### src/logic/cirq_pkg.sv
// constants, field layouts and carrier types of the clock and system interrupt groups
// assumes a 32-bit apb with byte addresses, register index times four
package cirq_pkg;

   localparam int unsigned ADDR_W = 8;
   localparam int unsigned DATA_W = 32;
   localparam int unsigned REG_W  = 16;
   localparam int unsigned EVT_W  = 2;

   // register indexes; byte address is four times the index
   localparam logic [ADDR_W-1:0] FIRST_STATUS_IDX  = 8'h19;
   localparam logic [ADDR_W-1:0] SECOND_STATUS_IDX = 8'h1a;
   localparam logic [ADDR_W-1:0] FIRST_MASK_IDX    = 8'h21;
   localparam logic [ADDR_W-1:0] SECOND_MASK_IDX   = 8'h22;
   localparam logic [ADDR_W-1:0] EVT_STATUS_IDX    = 8'h00;
   localparam logic [ADDR_W-1:0] EVT_CLEAR_IDX     = 8'h01;
   localparam logic [ADDR_W-1:0] EVT_ENABLE_IDX    = 8'h02;
   localparam int unsigned       IDX_SHIFT         = 2;

   // clock group bit positions in the first status and mask registers
   localparam int unsigned PERIODIC_BIT = 7;
   localparam int unsigned SECOND_BIT   = 6;
   localparam int unsigned ALARM_BIT    = 5;
   // system group bit positions in the second status and mask registers
   localparam int unsigned SUPPLY_LOW_BIT = 3;
   localparam int unsigned DIE_WARM_BIT   = 2;
   localparam int unsigned DIE_HOT_BIT    = 1;
   localparam int unsigned WATCHDOG_BIT   = 0;

   localparam logic [REG_W-1:0] CLOCK_FIELD = 16'h00e0;
   localparam logic [REG_W-1:0] SYS_FIELD   = 16'h000f;
   localparam logic [REG_W-1:0] MASK_RESET  = 16'h0000;
   localparam logic [REG_W-1:0] STAT_RESET  = 16'h0000;

   // summary event bits
   localparam int unsigned      EVT_CLOCK_BIT = 0;
   localparam int unsigned      EVT_SYS_BIT   = 1;
   localparam logic [EVT_W-1:0] EVT_RESET     = 2'h0;

   typedef struct packed {
      logic periodicEventFlag;
      logic secondRolloverFlag;
      logic alarmFlag;
   } cirq_clock_src_type;

   typedef struct packed {
      logic supplyLowFlag;
      logic dieWarmFlag;
      logic dieHotFlag;
      logic watchdogExpiryFlag;
   } cirq_sys_src_type;

   localparam cirq_clock_src_type CLOCK_SRC_RESET = '{default: 1'b0};
   localparam cirq_sys_src_type   SYS_SRC_RESET   = '{default: 1'b0};

   function automatic logic [ADDR_W-1:0] cirq_byte_addr(input logic [ADDR_W-1:0] idx);
      return ADDR_W'(idx << IDX_SHIFT);
   endfunction

endpackage : cirq_pkg

### src/logic/cirq_clock_sys_irq.sv
// clock group and system group interrupt status, masks and first-level requests
// assumes source flags come from other domains; apb master on core_clk
//
// What this block does
// (RULE_01) clock group request uses exactly three sources
// (RULE_02) system group request uses exactly four sources
// (RULE_03) periodic bit7, rollover bit6, alarm bit5
// (RULE_04) clock masks at bits 7:5, first mask
// (RULE_05) system status/masks at bits 3:0
// (RULE_06) supply below shutdown threshold sets bit3
// (RULE_07) die above 115 C sets bit2
// (RULE_08) die above 140 C sets bit1
// (RULE_09) watchdog timeout sets bit0
// (RULE_10) rising edge sets, host read clears
// (RULE_11) mask zero passes, mask one blocks
// (RULE_12) clock masks act on same-position bits
// (RULE_13) system masks act on same-position bits
// (RULE_14) all masks zero after reset
// (RULE_15) request high while set unmasked bit exists
// (RULE_16) host reads status after request to clear
//
// Register access over APB was decided locally.
module cirq_clock_sys_irq
   import cirq_pkg::*;
(
   input  wire logic               core_clk,
   input  wire logic               reset,
   input  wire logic               psel,
   input  wire logic               penable,
   input  wire logic               pwrite,
   input  wire logic [ADDR_W-1:0]  paddr,
   input  wire logic [DATA_W-1:0]  pwdata,
   output logic      [DATA_W-1:0]  prdata,
   output logic                    pready,
   output logic                    pslverr,
   input  wire cirq_clock_src_type clockSrc,
   input  wire cirq_sys_src_type   sysSrc,
   output logic                    clockGroupIrq,
   output logic                    systemGroupIrq,
   output logic                    irqOut
);

   // ************************************************************
   // declarations
   // ************************************************************
   cirq_clock_src_type clockMeta_ff;
   cirq_clock_src_type clockSync_ff;
   cirq_clock_src_type clockLast_ff;
   cirq_sys_src_type   sysMeta_ff;
   cirq_sys_src_type   sysSync_ff;
   cirq_sys_src_type   sysLast_ff;

   logic [REG_W-1:0]  clockRise;
   logic [REG_W-1:0]  sysRise;
   logic [REG_W-1:0]  firstStatus_ff;
   logic [REG_W-1:0]  secondStatus_ff;
   logic [REG_W-1:0]  firstMask_ff;
   logic [REG_W-1:0]  secondMask_ff;
   logic [REG_W-1:0]  firstClear;
   logic [REG_W-1:0]  secondClear;
   logic [EVT_W-1:0]  evtStatus_ff;
   logic [EVT_W-1:0]  evtEnable_ff;
   logic [EVT_W-1:0]  evtSet;
   logic [EVT_W-1:0]  evtClear;
   logic              clockIrqLast_ff;
   logic              sysIrqLast_ff;
   logic [DATA_W-1:0] prdata_ff;
   logic [DATA_W-1:0] nxt_prdata;
   logic              setupPhase;
   logic              accessDone;
   logic              readDone;
   logic              writeDone;
   logic              mapped;

   function automatic logic addrHit(input logic [ADDR_W-1:0] addr,
                                    input logic [ADDR_W-1:0] idx);
      return addr == cirq_byte_addr(idx);
   endfunction

   // ************************************************************
   // source synchronisers and edge detect
   // ************************************************************
   always_ff @(posedge core_clk) begin
      if (reset) begin
         clockMeta_ff <= CLOCK_SRC_RESET;
         clockSync_ff <= CLOCK_SRC_RESET;
         clockLast_ff <= CLOCK_SRC_RESET;
      end else begin
         clockMeta_ff <= clockSrc;
         clockSync_ff <= clockMeta_ff;
         clockLast_ff <= clockSync_ff;
      end
   end

   always_ff @(posedge core_clk) begin
      if (reset) begin
         sysMeta_ff <= SYS_SRC_RESET;
         sysSync_ff <= SYS_SRC_RESET;
         sysLast_ff <= SYS_SRC_RESET;
      end else begin
         sysMeta_ff <= sysSrc;
         sysSync_ff <= sysMeta_ff;
         sysLast_ff <= sysSync_ff;
      end
   end

   // last starts low, so a source already high at release reads as an edge
   // and sets its bit once; software must expect that first event
   always_comb begin
      clockRise = '0;
      sysRise   = '0;
      // (RULE_03) clock bit placement
      clockRise[PERIODIC_BIT] = clockSync_ff.periodicEventFlag
                                & ~clockLast_ff.periodicEventFlag;
      clockRise[SECOND_BIT]   = clockSync_ff.secondRolloverFlag
                                & ~clockLast_ff.secondRolloverFlag;
      clockRise[ALARM_BIT]    = clockSync_ff.alarmFlag & ~clockLast_ff.alarmFlag;
      // (RULE_06) supply low edge
      sysRise[SUPPLY_LOW_BIT] = sysSync_ff.supplyLowFlag & ~sysLast_ff.supplyLowFlag;
      // (RULE_07) die warm edge
      sysRise[DIE_WARM_BIT]   = sysSync_ff.dieWarmFlag & ~sysLast_ff.dieWarmFlag;
      // (RULE_08) die hot edge
      sysRise[DIE_HOT_BIT]    = sysSync_ff.dieHotFlag & ~sysLast_ff.dieHotFlag;
      // (RULE_09) watchdog edge
      sysRise[WATCHDOG_BIT]   = sysSync_ff.watchdogExpiryFlag
                                & ~sysLast_ff.watchdogExpiryFlag;
   end

   // ************************************************************
   // apb decode
   // ************************************************************
   assign setupPhase = psel & ~penable;
   assign accessDone = psel & penable;
   assign readDone   = accessDone & ~pwrite;
   assign writeDone  = accessDone & pwrite;
   assign pready     = 1'b1;
   assign prdata     = prdata_ff;

   always_comb begin
      mapped = addrHit(paddr, FIRST_STATUS_IDX) | addrHit(paddr, SECOND_STATUS_IDX)
             | addrHit(paddr, FIRST_MASK_IDX) | addrHit(paddr, SECOND_MASK_IDX)
             | addrHit(paddr, EVT_STATUS_IDX) | addrHit(paddr, EVT_CLEAR_IDX)
             | addrHit(paddr, EVT_ENABLE_IDX);
   end

   assign pslverr = accessDone & ~mapped;

   // read data is caught in the setup cycle so prdata comes from a flop
   always_comb begin
      nxt_prdata = '0;
      if (addrHit(paddr, FIRST_STATUS_IDX)) begin
         nxt_prdata[REG_W-1:0] = firstStatus_ff;
      end else if (addrHit(paddr, SECOND_STATUS_IDX)) begin
         nxt_prdata[REG_W-1:0] = secondStatus_ff;
      end else if (addrHit(paddr, FIRST_MASK_IDX)) begin
         nxt_prdata[REG_W-1:0] = firstMask_ff;
      end else if (addrHit(paddr, SECOND_MASK_IDX)) begin
         nxt_prdata[REG_W-1:0] = secondMask_ff;
      end else if (addrHit(paddr, EVT_STATUS_IDX)) begin
         nxt_prdata[EVT_W-1:0] = evtStatus_ff;
      end else if (addrHit(paddr, EVT_ENABLE_IDX)) begin
         nxt_prdata[EVT_W-1:0] = evtEnable_ff;
      end
   end

   always_ff @(posedge core_clk) begin
      if (reset) begin
         prdata_ff <= '0;
      end else if (setupPhase & ~pwrite) begin
         prdata_ff <= nxt_prdata;
      end
   end

   // ************************************************************
   // status registers
   // ************************************************************
   // only bits that were shown to the host are cleared, so an edge landing
   // between capture and the access edge stays pending
   always_comb begin
      firstClear  = '0;
      secondClear = '0;
      // (RULE_10) clear on read
      if (readDone & addrHit(paddr, FIRST_STATUS_IDX)) begin
         firstClear = prdata_ff[REG_W-1:0];
      end
      if (readDone & addrHit(paddr, SECOND_STATUS_IDX)) begin
         secondClear = prdata_ff[REG_W-1:0];
      end
   end

   // (RULE_10) set wins over clear
   always_ff @(posedge core_clk) begin
      if (reset) begin
         firstStatus_ff <= STAT_RESET;
      end else begin
         firstStatus_ff <= ((firstStatus_ff & ~firstClear) | clockRise) & CLOCK_FIELD;
      end
   end

   // (RULE_05) system status field
   always_ff @(posedge core_clk) begin
      if (reset) begin
         secondStatus_ff <= STAT_RESET;
      end else begin
         secondStatus_ff <= ((secondStatus_ff & ~secondClear) | sysRise) & SYS_FIELD;
      end
   end

   // ************************************************************
   // mask registers
   // ************************************************************
   // (RULE_04) clock masks
   always_ff @(posedge core_clk) begin
      if (reset) begin
         // (RULE_14) unmasked
         firstMask_ff <= MASK_RESET;
      end else if (writeDone & addrHit(paddr, FIRST_MASK_IDX)) begin
         firstMask_ff <= pwdata[REG_W-1:0] & CLOCK_FIELD;
      end
   end

   // (RULE_05) system masks
   always_ff @(posedge core_clk) begin
      if (reset) begin
         // (RULE_14) unmasked
         secondMask_ff <= MASK_RESET;
      end else if (writeDone & addrHit(paddr, SECOND_MASK_IDX)) begin
         secondMask_ff <= pwdata[REG_W-1:0] & SYS_FIELD;
      end
   end

   // ************************************************************
   // first-level requests
   // ************************************************************
   // (RULE_01) three clock sources
   // (RULE_12) same-position clock mask
   // (RULE_11) mask one blocks
   // (RULE_15) level while unmasked set
   assign clockGroupIrq  = |(firstStatus_ff & ~firstMask_ff & CLOCK_FIELD);
   // (RULE_02) four system sources
   // (RULE_13) same-position system mask
   // (RULE_11) mask one blocks
   // (RULE_15) level while unmasked set
   assign systemGroupIrq = |(secondStatus_ff & ~secondMask_ff & SYS_FIELD);

   // ************************************************************
   // summary interrupt
   // ************************************************************
   always_ff @(posedge core_clk) begin
      if (reset) begin
         clockIrqLast_ff <= 1'b0;
         sysIrqLast_ff   <= 1'b0;
      end else begin
         clockIrqLast_ff <= clockGroupIrq;
         sysIrqLast_ff   <= systemGroupIrq;
      end
   end

   always_comb begin
      evtSet                = '0;
      evtSet[EVT_CLOCK_BIT] = clockGroupIrq & ~clockIrqLast_ff;
      evtSet[EVT_SYS_BIT]   = systemGroupIrq & ~sysIrqLast_ff;
      evtClear              = '0;
      if (writeDone & addrHit(paddr, EVT_CLEAR_IDX)) begin
         evtClear = pwdata[EVT_W-1:0];
      end
   end

   always_ff @(posedge core_clk) begin
      if (reset) begin
         evtStatus_ff <= EVT_RESET;
      end else begin
         evtStatus_ff <= (evtStatus_ff & ~evtClear) | evtSet;
      end
   end

   always_ff @(posedge core_clk) begin
      if (reset) begin
         evtEnable_ff <= EVT_RESET;
      end else if (writeDone & addrHit(paddr, EVT_ENABLE_IDX)) begin
         evtEnable_ff <= pwdata[EVT_W-1:0];
      end
   end

   // (RULE_15) level while enabled event set
   assign irqOut = |(evtStatus_ff & evtEnable_ff);
endmodule // cirq_clock_sys_irq

### config.mk
export PLATFORM = sky130hd
export DESIGN_NAME = cirq_clock_sys_irq
export DESIGN_NICKNAME = d
export VERILOG_FILES = /design/src/logic/cirq_pkg.sv /design/src/logic/cirq_clock_sys_irq.sv
export SDC_FILE = /design/constraint.sdc
export NUM_CORES = 1
export LEC_CHECK = 0
export BUFFER_PORTS_ARGS = -buffer_cell sky130_fd_sc_hd__buf_2
export CAP_MARGIN = 20
export CORE_AREA = 4 4 71 73
export CTS_BUF_LIST = sky130_fd_sc_hd__clkbuf_2
export CTS_CLUSTER_SIZE = 8
export DETAILED_ROUTE_END_ITERATION = 8
export DIE_AREA = 0 0 75 77
export PLACE_DENSITY = 0.86
export SLEW_MARGIN = 20
export SYNTH_ARGS = -nofsm -noshare
export SYNTH_HDL_FRONTEND = slang
export SYNTH_SLANG_ARGS = --single-unit
### constraint.sdc
create_clock -name core_clk -period 2.6 [get_ports core_clk]
set_clock_uncertainty 0.2 [all_clocks]
set_input_delay 0.39 -clock core_clk [delete_from_list [all_inputs] [get_ports core_clk]]
set_output_delay 0.39 -clock core_clk [all_outputs]
set_load 0.01 [all_outputs]
==> run summary <==
Arr. time, crit path = 1.88 ns
leading post-synthesis cells by cell area = sky130_fd_sc_hd__dfxtp_1, sky130_fd_sc_hd__buf_4, sky130_fd_sc_hd__nor2b_1
Antenna Cells = 0
HPWL after detailed placement = 2.982 mm
slack of the worst reg-to-reg path = 1.22 ns
proportion of register bits with asynchronous set or reset after synthesis = 0
number of nets at the end of the flow = 326
maximum fanout count along the critical path = 5
number of clock sinks = 48
DRC errors left = 0
worst-case setup slack after placement = 0.1340 ns
worst reg2reg path depth = 4
count of TritonRoute iterations in the first routing pass = 4
Worst EP required = 2.01 ns
number of antenna violations at the first check in global routing = 0
Post-Layout Inst Area = 2412 um2
Port Buffers = 37
placement-stage cell area = 2273 um2
final WL = 4.109 mm
# resized after CTS = 0
power per unit of standard cell area = 494.7 nW/um2
number of cell rows = 24
reg-to-reg critical path startpoint = secondMask_ff[1]
Warnings, synthesis = 0
clock latency reported for the late side of the worst-skew pair = 0.41 ns
static leakage = 1.014 nW
growth of design area from synthesis to finish = 13.48%
clock-pin slew reported for the worst setup and hold paths after clock tree synthesis = 0.23 ns
root buf cell = sky130_fd_sc_hd__clkbuf_2
Least-Margin Pin Slew = 0.7056 ns
number of buffers on the longest clock path = 2
height of the die = 77 um
sequential area share after synthesis = 0.4520
RSZ-0062 raised after global routing = false
detailed-route via count = 1594
Final period util = 0.9505
I/O Pins = 89
floorplan core area = 4354 um2
worst hold path depth = 3
synthesized area per cell = 9.448 um2
Final Critical Period = 2.471 ns
Startpoint Class = input pin
worst rel slew slack = 0.5286
number of max-capacitance violations reported = 0
worst-case setup margin in the final layout = 0.1286 ns
starting density of the core = 0.4882
Post-synth top cells = sky130_fd_sc_hd__dfxtp_1, sky130_fd_sc_hd__buf_4, sky130_fd_sc_hd__nor2b_1
count of hold buffers inserted by post-cts repair = 9
post-detailed-route via-to-cell ratio = 4.875
Wirelength per Cell = 12.57 um
achievable clock frequency = 0.4046 GHz
critical path class = input pin to output port
Final Hold Vio Count = 0
area share of the leading cell type in the synthesized netlist = 0.4520
number of enable flip-flop cells after synthesis = 0
number of antenna-violating nets in the routed design = 0
die span in x = 75 um
worst hold start = pwdata[1]
terminus of the critical flop-to-flop path = evtStatus_ff[1]
layout cells sized above 1 = 0.2073
global-route wire length before repair = 6.610 mm
total routing resource utilization after global routing = 0.1450
kind of end point of the critical path = output port
summed instance area of the synthesized netlist = 2126 um2
flip-flop cell with the highest count after synthesis = sky130_fd_sc_hd__dfxtp_1
final RePlAce weighted congestion = 0.8808
CTS tree = done
first-iteration detailed-routing DRC count = 76
buffers inserted during post-CTS setup optimization = 0
Worst Hold Class = input pin to flop
number of global-route vias before repair = 1492
hold endpoint = evtEnable_ff[1]
final number of max-transition violations = 0
cell count after synthesis = 225
H-tree levels = 2
result of the run = completed
cell with the most instances after synthesis = sky130_fd_sc_hd__dfxtp_1
filler instances = 390
VDD IR-drop max = 0.0003460 V
number of library cell types mapped by synthesis = 36
GR Overflow Total = 0
DIE AREA = 5775 um2
cell type contributing the most total cell area after synthesis = sky130_fd_sc_hd__dfxtp_1
final-report setup violation count = 0
Placed Cells = 309
non-filler instance count after layout = 327
setup_tns = 0 ns
pin count of the biggest net entering global routing = 25
Num CTS Buffers = 5
count of state elements after synthesis = 48
worst max-delay path, cell delays in order:
cell	delay, ns
sky130_fd_sc_hd__buf_2	0.12
sky130_fd_sc_hd__or4_4	0.54
sky130_fd_sc_hd__or4_4	0.45
sky130_fd_sc_hd__o2111a_1	0.24
sky130_fd_sc_hd__buf_2	0.13
placed cells by master (no fill, tap or decap), drive strengths merged, types with 4 or more instances in the layout:
master       Yosys  final
dlygate4sd3      0     10
o21ai            9      9
nand2            4      4
mux2i           11     11
conb             2     26
nor3             4      4
a21oi           10     10
inv             14     14
nor2b           21     21
a22oi            4      4
clkbuf           6      5
nand2b           8      8
a22o             8      8
buf             28     42
dfxtp           48     48
nor2            17     17
nand3            5      5
how the worst max path moves through the flow:
| stage | endpoint | start | slack [ns] |
|---|---|---|---|
| 2_1_floorplan | pslverr | paddr[4] | 0.39 |
| 3_3_place_gp | pslverr | paddr[4] | 0.13 |
| 3_5_place_dp | pslverr | paddr[4] | 0.13 |
| 4_1_cts | pslverr | paddr[4] | 0.13 |
| 5_1_grt | pslverr | paddr[4] | 0.1 |
| 6_report | pslverr | paddr[4] | 0.13 |
registers in the layout, summed over array words and instances, names as in the netlist:
name / cells
sysIrqLast_ff: 1
clockLast_ff: 3
evtStatus_ff: 2
secondMask_ff: 4
prdata: 7
sysMeta_ff: 4
firstMask_ff: 3
firstStatus_ff: 3
evtEnable_ff: 2
sysLast_ff: 4
secondStatus_ff: 4
clockMeta_ff: 3
clockIrqLast_ff: 1
clockSync_ff: 3
sysSync_ff: 4
power breakdown:
part	total (mW)	internal [mW]	switching [mW]
Combinational	0.135	0.0601	0.0750
Clock	0.282	0.0604	0.221
Sequential	0.776	0.764	0.0128
stage by stage:
| step | utilization | hold WS (ns) | power, mW |
|---|---|---|---|
| 3_3_place_gp | 0.5221 | 0.2156 | 0.9085 |
| 6_report | 0.5540 | 0.01826 | 1.193 |
| 2_1_floorplan | - | 0.2138 | 0.8952 |
| 3_5_place_dp | 0.5221 | 0.2204 | 0.9135 |
| 4_1_cts | 0.5517 | 0.001955 | 1.199 |
| 5_1_grt | 0.5540 | 0.01992 | 1.247 |
layout make-up:
type | count | area [um2] | share of cell area
Timing Repair Buffer | 52 | 322.8 | 0.1338
Clock buffer | 5 | 25.02 | 0.01037
Sequential cell | 48 | 960.9 | 0.3983
Clock inverter | 3 | 13.76 | 0.005705
Tap cell | 52 | 65.06 | 0.02697
Inverter | 14 | 52.55 | 0.02178
Multi-Input combinational cell | 153 | 972.2 | 0.4030
cell families (layout without fill, tap and decap cells):
| group | Yosys count | after routing | synth area share |
|---|---|---|---|
| AND/OR/NAND/NOR | 76 | 76 | 0.2290 |
| flip-flops | 48 | 48 | 0.4520 |
| multiplexers | 11 | 11 | 0.05180 |
| buffers and inverters | 48 | 74 | 0.1330 |
| AO/OA/AOI/OAI | 40 | 40 | 0.1307 |
| other | 2 | 26 | 0.003533 |
metal layers:
metal,routed length (um),up-vias,track usage,share of wire
li1,-,818,-,-
met1,1832,713,0.1827,0.45
met2,1878,51,0.2247,0.46
met3,300,12,0.03922,0.073
met4,97,0,0.06940,0.024
met5,0,-,0,0
(Power assumes the default switching activity.)
